File: config.mk
export PLATFORM = sky130hd
export DESIGN_NAME = ccr_context_regs
export DESIGN_NICKNAME = d
export VERILOG_FILES = /design/src/ccr_stack.v /design/src/ccr_context_regs.v
export VERILOG_INCLUDE_DIRS = /design/src
export SDC_FILE = /design/constraint.sdc
export NUM_CORES = 1
export LEC_CHECK = 0
export ABC_AREA = 1
export BUFFER_PORTS_ARGS = -buffer_cell sky130_fd_sc_hd__buf_2
export CAP_MARGIN = 20
export CORE_MARGIN = 5
export CORE_UTILIZATION = 53
export CTS_CLUSTER_DIAMETER = 100
export CTS_CLUSTER_SIZE = 20
export DETAILED_ROUTE_END_ITERATION = 6
export PLACE_DENSITY = 0.77
export SYNTH_ARGS = -nofsm -noshare
export SYNTH_HDL_FRONTEND = slang
export SYNTH_HIERARCHICAL = 1
export SYNTH_SLANG_ARGS = --single-unit
File: constraint.sdc
create_clock -name mclk -period 2.95 [get_ports mclk]
set_input_delay 0.295 -clock mclk [delete_from_list [all_inputs] [get_ports mclk]]
set_output_delay 0.295 -clock mclk [all_outputs]
set_load 0.01 [all_outputs]
File: src/ccr_defs.vh
// constants for the cpu context register block
`ifndef CCR_DEFS_VH
`define CCR_DEFS_VH
`define CCR_ADDR_PTR_ONE 8'h80
`define CCR_ADDR_PTR_TWO 8'h81
`define CCR_ADDR_SLOT_ONE 8'h82
`define CCR_ADDR_SLOT_TWO 8'h83
`define CCR_ADDR_ACC 8'hff
`define CCR_RESET_VECTOR 12'h0ffe
`define CCR_BYTE_ZERO 8'h00
`define CCR_PC_ONE 12'h001
`define CCR_STACK_DEPTH 6
`define CCR_CTX_NORMAL 3'b001
`define CCR_CTX_IRQ 3'b010
`define CCR_CTX_NMI 3'b100
`define CCR_ALU_NONE 3'h0
`define CCR_ALU_ARITH 3'h1
`define CCR_ALU_LOGIC 3'h2
`define CCR_ALU_BITTEST 3'h3
`define CCR_ALU_ROTATE 3'h4
`endif

File: src/ccr_stack.v
// six-level return stack with registered top output
`timescale 1ns/10ps
`default_nettype none
module ccr_stack #(
  parameter WIDTH = 12,
  parameter DEPTH = 6
) (
  // clock and reset
  input wire mclk,
  input wire rst,
  // control
  input wire push,
  input wire pop,
  input wire [WIDTH-1:0] push_data,
  // state
  output reg [WIDTH-1:0] top_r,
  output reg [3:0] depth_r
);
  reg [WIDTH-1:0] level_r [0:DEPTH-1];
  // neighbour values each level takes on a push or a pop
  wire [WIDTH-1:0] from_above [0:DEPTH-1];
  wire [WIDTH-1:0] from_below [0:DEPTH-1];
  // parameter is 32 bits wide; only the low nibble is compared
  wire [31:0] depth_full = DEPTH;
  wire can_pop = (depth_r != 4'd0);
  genvar g;
  generate
    for (g = 0; g < DEPTH; g = g + 1) begin : lvl
      if (g == 0) begin : top_lvl
        assign from_above[g] = push_data;
      end else begin : inner_lvl
        assign from_above[g] = level_r[g-1];
      end
      if (g == DEPTH-1) begin : bottom_lvl
        assign from_below[g] = {WIDTH{1'b0}};
      end else begin : upper_lvl
        assign from_below[g] = level_r[g+1];
      end
      always @(posedge mclk) begin
        if (rst) begin
          level_r[g] <= {WIDTH{1'b0}};
        end else if (push) begin
          level_r[g] <= from_above[g];
        end else if (pop && can_pop) begin
          level_r[g] <= from_below[g];
        end
      end
    end
  endgenerate
  always @(posedge mclk) begin
    if (rst) begin
      depth_r <= 4'd0;
      top_r <= {WIDTH{1'b0}};
    end else if (push) begin
      top_r <= push_data;
      if (depth_r != depth_full[3:0]) begin
        depth_r <= depth_r + 4'd1;
      end
    end else if (pop && can_pop) begin
      depth_r <= depth_r - 4'd1;
      top_r <= from_below[0];
    end
  end
endmodule // ccr_stack
`default_nettype wire

File: src/ccr_context_regs.v
// cpu context registers: data-space regs, pc, banked flags, return stack
`timescale 1ns/10ps
`default_nettype none
`include "ccr_defs.vh"
module ccr_context_regs #(
  parameter PC_W = 12,
  parameter STACK_DEPTH = `CCR_STACK_DEPTH
) (
  // clock and reset
  input wire mclk,
  input wire rst,
  // data space access
  input wire [7:0] ds_addr,
  input wire ds_wr,
  input wire [7:0] ds_wdata,
  output reg [7:0] ds_rdata_r,
  output reg ds_hit_r,
  // program counter control
  input wire pc_inc,
  input wire pc_rel,
  input wire [7:0] rel_offset,
  input wire pc_load,
  input wire [PC_W-1:0] pc_target,
  input wire call_push,
  input wire irq_take,
  input wire nmi_take,
  input wire [PC_W-1:0] vector,
  input wire subroutine_return,
  input wire return_from_interrupt,
  // flag update from the alu
  input wire [2:0] alu_op,
  input wire alu_carry,
  input wire [7:0] alu_result,
  input wire tested_bit,
  // state
  output reg [PC_W-1:0] pc_r,
  output reg carry_r,
  output reg zero_r,
  output reg [2:0] ctx_r,
  output reg [7:0] acc_r,
  output reg [3:0] stack_depth_r
);
  reg [7:0] ptr_one_r, ptr_two_r, slot_one_r, slot_two_r;
  reg normal_carry, normal_zero, irq_carry, irq_zero;
  reg nonmaskable_carry, nonmaskable_zero;
  reg [2:0] ctx_saved_r;
  reg [2:0] ctx_nxt;
  reg [PC_W-1:0] pc_nxt;
  reg c_nxt, z_nxt, c_cur, z_cur;
  reg upd_c, upd_z;
  wire [PC_W-1:0] stk_top;
  wire [3:0] stk_depth;
  wire is_return = subroutine_return | return_from_interrupt;
  wire do_push = call_push | irq_take | nmi_take;
  wire stk_empty = (stk_depth == 4'd0);

  function is_addr;
    input [7:0] lhs;
    input [7:0] rhs;
    begin
      is_addr = (lhs == rhs);
    end
  endfunction

  // one decode per mapped location, shared by write and read ports
  wire hit_acc = is_addr(ds_addr, `CCR_ADDR_ACC);
  wire hit_ptr_one = is_addr(ds_addr, `CCR_ADDR_PTR_ONE);
  wire hit_ptr_two = is_addr(ds_addr, `CCR_ADDR_PTR_TWO);
  wire hit_slot_one = is_addr(ds_addr, `CCR_ADDR_SLOT_ONE);
  wire hit_slot_two = is_addr(ds_addr, `CCR_ADDR_SLOT_TWO);
  wire ds_mapped = hit_acc | hit_ptr_one | hit_ptr_two | hit_slot_one | hit_slot_two;

  // sequential and relative targets; offset is two's complement
  wire [PC_W-1:0] pc_seq = pc_r + `CCR_PC_ONE;
  wire [PC_W-1:0] pc_branch = pc_r + {{(PC_W-8){rel_offset[7]}}, rel_offset};

  // one-hot context decode picks which banked pair may change
  wire in_normal = (ctx_r == `CCR_CTX_NORMAL);
  wire in_irq = (ctx_r == `CCR_CTX_IRQ);
  wire in_nmi = (ctx_r == `CCR_CTX_NMI);

  // only pc goes on the stack; data regs untouched
  ccr_stack #(.WIDTH(PC_W), .DEPTH(STACK_DEPTH)) u_stack (
    .mclk(mclk),
    .rst(rst),
    .push(do_push),
    .pop(is_return),
    .push_data(pc_r),
    .top_r(stk_top),
    .depth_r(stk_depth)
  );

  // data-space registers
  always @(posedge mclk) begin
    if (rst) begin
      acc_r <= `CCR_BYTE_ZERO;
      ptr_one_r <= `CCR_BYTE_ZERO;
      ptr_two_r <= `CCR_BYTE_ZERO;
      slot_one_r <= `CCR_BYTE_ZERO;
      slot_two_r <= `CCR_BYTE_ZERO;
    end else if (ds_wr) begin
      if (hit_acc) acc_r <= ds_wdata;
      if (hit_ptr_one) ptr_one_r <= ds_wdata;
      if (hit_ptr_two) ptr_two_r <= ds_wdata;
      if (hit_slot_one) slot_one_r <= ds_wdata;
      if (hit_slot_two) slot_two_r <= ds_wdata;
    end
  end

  // read data registered; hit marks this block owns the address
  always @(posedge mclk) begin
    if (rst) begin
      ds_rdata_r <= `CCR_BYTE_ZERO;
      ds_hit_r <= 1'b0;
    end else begin
      ds_hit_r <= ds_mapped;
      if (hit_acc) begin
        ds_rdata_r <= acc_r;
      end else if (hit_ptr_one) begin
        ds_rdata_r <= ptr_one_r;
      end else if (hit_ptr_two) begin
        ds_rdata_r <= ptr_two_r;
      end else if (hit_slot_one) begin
        ds_rdata_r <= slot_one_r;
      end else if (hit_slot_two) begin
        ds_rdata_r <= slot_two_r;
      end else begin
        ds_rdata_r <= `CCR_BYTE_ZERO;
      end
    end
  end

  // program counter next value; priority reset > entry > return > load > rel > inc
  always @* begin
    pc_nxt = pc_r;
    if (irq_take || nmi_take) begin
      pc_nxt = vector;
    end else if (is_return) begin
      // empty stack: fall through to next instruction
      if (stk_empty) begin
        pc_nxt = pc_seq;
      end else begin
        pc_nxt = stk_top;
      end
    end else if (pc_load) begin
      pc_nxt = pc_target;
    end else if (pc_rel) begin
      pc_nxt = pc_branch;
    end else if (pc_inc) begin
      pc_nxt = pc_seq;
    end
  end

  always @(posedge mclk) begin
    if (rst) begin
      pc_r <= `CCR_RESET_VECTOR;
    end else begin
      pc_r <= pc_nxt;
    end
  end

  // context selection; one level of saved context covers irq under normal
  always @* begin
    ctx_nxt = ctx_r;
    if (nmi_take) begin
      ctx_nxt = `CCR_CTX_NMI;
    end else if (irq_take) begin
      ctx_nxt = `CCR_CTX_IRQ;
    end else if (return_from_interrupt) begin
      ctx_nxt = ctx_saved_r;
    end
  end

  always @(posedge mclk) begin
    if (rst) begin
      ctx_r <= `CCR_CTX_NMI;
      ctx_saved_r <= `CCR_CTX_NORMAL;
    end else begin
      ctx_r <= ctx_nxt;
      // only one level saved: a third nesting returns to normal
      if (nmi_take || irq_take) ctx_saved_r <= ctx_r;
      else if (return_from_interrupt) ctx_saved_r <= `CCR_CTX_NORMAL;
    end
  end

  // selected pair drives the visible flags; others are unreachable
  always @* begin
    case (ctx_r)
      `CCR_CTX_NORMAL: begin
        c_cur = normal_carry;
        z_cur = normal_zero;
      end
      `CCR_CTX_IRQ: begin
        c_cur = irq_carry;
        z_cur = irq_zero;
      end
      `CCR_CTX_NMI: begin
        c_cur = nonmaskable_carry;
        z_cur = nonmaskable_zero;
      end
      default: begin
        c_cur = nonmaskable_carry;
        z_cur = nonmaskable_zero;
      end
    endcase
  end

  always @* begin
    c_nxt = c_cur;
    z_nxt = z_cur;
    upd_c = 1'b0;
    upd_z = 1'b0;
    case (alu_op)
      `CCR_ALU_ARITH: begin
        c_nxt = alu_carry;
        z_nxt = (alu_result == `CCR_BYTE_ZERO);
        upd_c = 1'b1;
        upd_z = 1'b1;
      end
      `CCR_ALU_ROTATE: begin
        c_nxt = alu_carry;
        z_nxt = (alu_result == `CCR_BYTE_ZERO);
        upd_c = 1'b1;
        upd_z = 1'b1;
      end
      `CCR_ALU_LOGIC: begin
        z_nxt = (alu_result == `CCR_BYTE_ZERO);
        upd_z = 1'b1;
      end
      `CCR_ALU_BITTEST: begin
        c_nxt = tested_bit;
        upd_c = 1'b1;
      end
      default: begin
        upd_c = 1'b0;
      end
    endcase
  end

  // banked pairs; a switch never writes them
  always @(posedge mclk) begin
    if (rst) begin
      normal_carry <= 1'b0;
      normal_zero <= 1'b0;
      irq_carry <= 1'b0;
      irq_zero <= 1'b0;
      nonmaskable_carry <= 1'b0;
      nonmaskable_zero <= 1'b0;
    end else begin
      // an op in the switch cycle still lands on the outgoing pair
      if (in_normal) begin
        if (upd_c) normal_carry <= c_nxt;
        if (upd_z) normal_zero <= z_nxt;
      end
      if (in_irq) begin
        if (upd_c) irq_carry <= c_nxt;
        if (upd_z) irq_zero <= z_nxt;
      end
      if (in_nmi) begin
        if (upd_c) nonmaskable_carry <= c_nxt;
        if (upd_z) nonmaskable_zero <= z_nxt;
      end
    end
  end

  // registered view of active flags and stack depth
  always @(posedge mclk) begin
    if (rst) begin
      carry_r <= 1'b0;
      zero_r <= 1'b0;
      stack_depth_r <= 4'd0;
    end else begin
      carry_r <= c_cur;
      zero_r <= z_cur;
      stack_depth_r <= stk_depth;
    end
  end
endmodule // ccr_context_regs
`default_nettype wire

# [Yosys cells after proc, flatten, opt, wreduce, memory -nomap -nowiden]
# Memory sizes are Yosys's and may differ from the RTL's.
# Cells that the tools add are included.
[word_totals] register_bits=95 ram_bits=72 in_bits=72 memories=1
[op_classes] n_addsub=4 n_eq_ne=14 n_mux=47 bitwise_logic=19 n_reduce_logical=26
[mem_list] name="u_stack.level_r" words=6 word_bits=12 rd=6 rd_ports_with_merged_regs=0 write_ports=6 line_no="ccr_stack.v:19" rtl="reg [WIDTH-1:0] level_r [0:DEPTH-1];"
[ops] operator="2-to-1 mux 12 bit" n=20
[ops] operator="== test 8 bit (second input constant)" n=5
[ops] operator="2-to-1 mux 8 bit" n=5
[ops] operator="AND reduction 2 bit" n=12
[ops] operator="OR 1 bit" n=19
[ops] operator="adder 12 x 1 -> 12 bit (second input constant)" n=1
[ops] operator="adder 12 bit" n=1
[ops] operator="2-to-1 mux 1 bit" n=12
[ops] operator="2-to-1 mux 3 bit" n=4
[ops] operator="2-to-1 mux 4 bit" n=3
[ops] operator="== test 3 x 2 -> 1 bit (second input constant)" n=3
[ops] operator="OR reduction 3 bit" n=3
[ops] operator="logical NOT 8 bit" n=1
[ops] operator="== test 3 x 1 -> 1 bit (second input constant)" n=2
[ops] operator="== test 3 bit (second input constant)" n=2
[ops] operator="one-hot mux 1 bit (2 select lines)" n=3
[ops] operator="nonzero test 2 bit" n=3
[ops] operator="nonzero test 5 bit" n=1
[ops] operator="adder 4 x 1 -> 4 bit (second input constant)" n=1
[ops] operator="logical NOT 4 bit" n=1
[ops] operator="inequality test 4 x 3 -> 1 bit (second input constant)" n=1
[ops] operator="nonzero test 4 bit" n=1
[ops] operator="OR reduction 2 bit" n=2
[ops] operator="subtractor 4 x 1 -> 4 bit (second input constant)" n=1
[ops] operator="3 further kinds" n=3

# [Longest topological paths before layout]
[logic_depth] ltp_word=7 depth_mapped=16

# [Hierarchy]
# Netlist, hierarchy kept.
[by_module_without_submodules] module="ccr_context_regs" instances=1 cells_per_inst=743 area_per_inst_um2=4810.9 seq_area_each_um2=1581.5
[by_module_without_submodules] module="ccr_stack" instances=1 cells_per_inst=396 area_per_inst_um2=3973.8 seq_area_each_um2=2482.4

# [Worst setup path after synthesis]
# No wires, ideal clock.
[synth_path] path_kind="input-to-reg" from="in nmi_take" to="mem u_stack.level_r[0][0] (enable)" arrival_ps=2420 t_required_ps=2285 setup_slack_ps=-136 path_stages=7 n_path_buf=2 path_cell_list="nor2_1 -> clkinv_1 -> or2_1 -> buf_4 -> a21oi_4 -> buf_6 -> nand2_1"
[synth_lines] item="start: declaration" line_no="ccr_context_regs.v:26" rtl="input wire nmi_take,"
[synth_lines] item="end: declaration" line_no="ccr_stack.v:19"

# [Worst setup path in the final report]
[layout_path] from="reg pc_r[0]" to="reg pc_r[8]"
[layout_between] elab_chain_cells=6 word_cells_on_any_way=8 cone_classes="add/sub: 2; mux: 6"
[layout_rtl] item="start: declaration" line_no="ccr_context_regs.v:36" rtl="output reg [PC_W-1:0] pc_r,"
[layout_rtl] item="start signal: assignment" line_no="ccr_context_regs.v:156" rtl="pc_r <= `CCR_RESET_VECTOR;"
[layout_rtl] item="start signal: assignment" line_no="ccr_context_regs.v:158" rtl="pc_r <= pc_nxt;"
[layout_rtl] item="adder 12 x 1 -> 12 bit (no line)"
[layout_rtl] item="2-to-1 mux 12 bit" line_no="ccr_context_regs.v:149" rtl="end else if (pc_inc) begin"
[layout_rtl] item="2-to-1 mux 12 bit" line_no="ccr_context_regs.v:147" rtl="end else if (pc_rel) begin"
[layout_rtl] item="2-to-1 mux 12 bit" line_no="ccr_context_regs.v:145" rtl="end else if (pc_load) begin"
[layout_rtl] item="2-to-1 mux 12 bit (*)" line_no="ccr_context_regs.v:138" rtl="end else if (is_return) begin"
[layout_rtl] item="2-to-1 mux 12 bit (*)" line_no="ccr_context_regs.v:136" rtl="if (irq_take || nmi_take) begin"
# Every way passes the cells marked *; elsewhere a longest branch is shown, timed or not. The select of a mux whose other input is x is not followed.
# A chain may end at the register's enable or synchronous reset.

==> impl_metrics.yaml <==
detailed_routing:
  drt_drc_violations_left: 0
  detailroute.via_count: 7683
  routed_wl_mm: 20.4
  post_drt_wl_per_cell_um: 13.9
  drt-vias-per-instance: 5.23
  drt_iter0_drc: 520
  ant_nets: 0
  drt_first_pass_iters: 5
global_routing:
  initial_antenna_violation_count: 0
  grt_overflow_total: 0
  grt_first_pass_wirelength_mm: 34.1
  grt_max_degree: 61
  via_count_of_the_first_global_routing_pass: 7156
  track_usage: 0.211
sta:
  min_period_ns: 2.30
  setup_viol_count_final: 0
  tightestPinTransition_ns: 0.958
  timing.setup.tns_ns: 0
  fin_worst_hold_slack_ns: 0.0900
  final_max_slew_viol_count: 0
  final_hold_violating_endpoints: 0
  maxSlewHeadroom: 0.360
  max_clock_freq_mhz: 435
  timing.clock.skew_ns: 0.00430
  rsz0062_at_grt: "false"
  fin_crit_sh: 0.779
pwr:
  power_leakage_nw: 4.63
  irDropWorstVdd_uv: 502
  power.total_mw: 5.82
  power-per-cell-area_nw_per_um2: 578
clocking:
  clock_pin_transition_on_the_worst_setup_and_hold_timing_paths_ns: 0.07
  post_cts_resize_count: 0
  cts_root_buf: "sky130_fd_sc_hd__clkbuf_16"
  clock_sink_count: 167
  clock_tree.htree_level_count: 4
  insertion_delay_ns: 0.43
  tritoncts: "yes"
  post-cts-setup-buffer-count: 0
  postCtsHoldBufs: 0
  max-clock-path-buffers: 2
  cts-buffers-inserted: 17
worst_setup_path:
  critical-path-top-delay-family: "simple AND/OR/NAND/NOR gates"
  critical_path.max_fanout: 8
  crit_chain: "ha_1, inv_1, fa_1, inv_1, nand3_1, nand3_1, nand2_1, nand3_1, nand2_1, nor2_1, o21bai_1, nand2_1, nand2_1, nand2_1, nand2_1"
  critical_path_max_stage_delay_ns: 0.51
  kind_of_end_point_of_the_critical_path: "flip-flop"
  critical_path_required_ns: 3.27
  path_class: "reg2reg"
  start_kind: "flip-flop"
  timing.critical_path.arrival_ns: 2.62
  cpMaxStageDelayCell: "sky130_fd_sc_hd__dfxtp_1"
  critical_path.most_common_cell: "sky130_fd_sc_hd__nand2_1"
  path_buf_inv: 2
final_layout:
  layout.cells.most_common: "sky130_fd_sc_hd__nand2_1"
  nets: 1323
  utilization: 0.614
  layout-drive-gt1-share: 0.175
  area_growth_pct: 14.6
  layout_common_cells: "sky130_fd_sc_hd__nand2_1 (267), sky130_fd_sc_hd__inv_1 (148), sky130_fd_sc_hd__nor2_1 (121)"
  final_cell_count_no_fill: 1468
  insertedDiodeCount: 0
yosys:
  synth_top_area_share: 0.246
  synth_fp_nets: 1227
  post_synth_num_cell_types: 48
  synth-seq-cells: 167
  ys.flop_type: "sky130_fd_sc_hd__dfxtp_1"
  synth_edf_count: 72
  synth-warning-count: 6
  post_synth_main_area_contributors: "sky130_fd_sc_hd__edfxtp_1 (25%), sky130_fd_sc_hd__dfxtp_1 (22%), sky130_fd_sc_hd__nand2_1 (11%)"
  synth-seq-area-share: 0.463
  gate_count_of_the_mapped_netlist: 1139
  synth_async_sr_flop_share: 0
  post_syn_area_per_cell_um2: 7.71
  synthDominantAreaCellType: "sky130_fd_sc_hd__edfxtp_1"
  netlist_area_um2: 8780
place:
  hpwl_mm: 14.7
  numPlacedInstances: 1436
  globalplace.congestion: 0.864
  portBuffers: 109
floorplan:
  placement_rows: 47
  num_io_pins: 110
  core_area_um2: 16400
  die_w_um: 139
  initial_utilization: 0.535
  die_height_um: 139
  fp.dieArea_um2: 19300
hold_path:
  hold_path.class: "in2reg"
outcome:
  outcome: "finished, final reports clean"
run:
  cap_viol_max_count: 0
flip-flops by register name, indices dropped and copies added (netlist names), 3 cells and up:
signal / cells
acc_r: 8
ctx_r: 3
ctx_saved_r: 3
ds_rdata_r: 8
pc_r: 12
ptr_one_r: 8
ptr_two_r: 8
slot_one_r: 8
slot_two_r: 8
stack_depth_r: 4
u_stack/depth_r: 4
u_stack/level_r: 72
u_stack/top_r: 12
cell families after synthesis:
logic type | Yosys count | share of synthesized area
buffers and inverters | 212 | 0.0998
xor gates and xnor gates | 12 | 0.0120
DFF | 167 | 0.463
AOI/OAI and AO/OA | 231 | 0.152
and+or+nand+nor | 501 | 0.249
adders and majority gates | 16 | 0.0245
cell usage after synthesis, types with 9 or more instances:
cell type / n
sky130_fd_sc_hd__nand3_1: 59
sky130_fd_sc_hd__inv_2: 18
sky130_fd_sc_hd__nand2_1: 268
sky130_fd_sc_hd__o22ai_2: 10
sky130_fd_sc_hd__xor2_1: 9
sky130_fd_sc_hd__clkbuf_1: 16
sky130_fd_sc_hd__nor2_1: 121
sky130_fd_sc_hd__o21ai_0: 66
sky130_fd_sc_hd__ha_1: 14
sky130_fd_sc_hd__o21ai_1: 21
sky130_fd_sc_hd__buf_2: 17
sky130_fd_sc_hd__edfxtp_1: 72
sky130_fd_sc_hd__nor3_1: 9
sky130_fd_sc_hd__o22ai_1: 20
sky130_fd_sc_hd__nand4_1: 9
sky130_fd_sc_hd__dfxtp_1: 95
sky130_fd_sc_hd__inv_1: 148
sky130_fd_sc_hd__a21oi_1: 89
where the power goes:
part	switching [mW]	total, mW	internal (mW)
combinational	0.606	0.935	0.328
clock	0.971	2.22	1.25
sequential	0.0950	2.66	2.57
final cells by class:
| type | instances | area [um2] |
|---|---|---|
| clock buffers | 20 | 500 |
| repair buffers | 121 | 648 |
| inverters | 168 | 631 |
| well taps | 220 | 275 |
| multi-input cells | 760 | 3850 |
| flip-flops and latches | 167 | 4060 |
| clock inverters | 12 | 103 |
| fillers | 1457 | 6340 |
layer usage:
layer,vias up,share of wire,GRT usage
met5,-,0,0
met1,3543,0.45,0.278
met4,0,0.017,0.0669
li1,3921,-,-
met2,190,0.49,0.353
met3,29,0.045,0.0417
per-stage QoR:
stage | setup WS [ns] | instance area, um2
after floorplan | 0.479 | 8790
after global placement | 0.556 | 9460
after detailed placement | 0.529 | 9460
after CTS | 0.683 | 10100
after global routing | 0.408 | 10100
final | 0.651 | 10100
final timing paths:
path / start / end / slack, ns / cells after the start
worst min register to register: slot_one_r[6]$_SDFFE_PP0P_ / slot_one_r[6]$_SDFFE_PP0P_ / 0.46 / 2
worst max-delay path: pc_r[0]$_SDFFE_PP0P_ / pc_r[8]$_SDFFE_PP1P_ / 0.65 / 15
worst max register to register: pc_r[0]$_SDFFE_PP0P_ / pc_r[8]$_SDFFE_PP1P_ / 0.65 / 15
worst min-delay path: irq_take / ctx_r[0]$_SDFFE_PP0P_ / 0.09 / 2
Power figures use the tool's default switching activity.
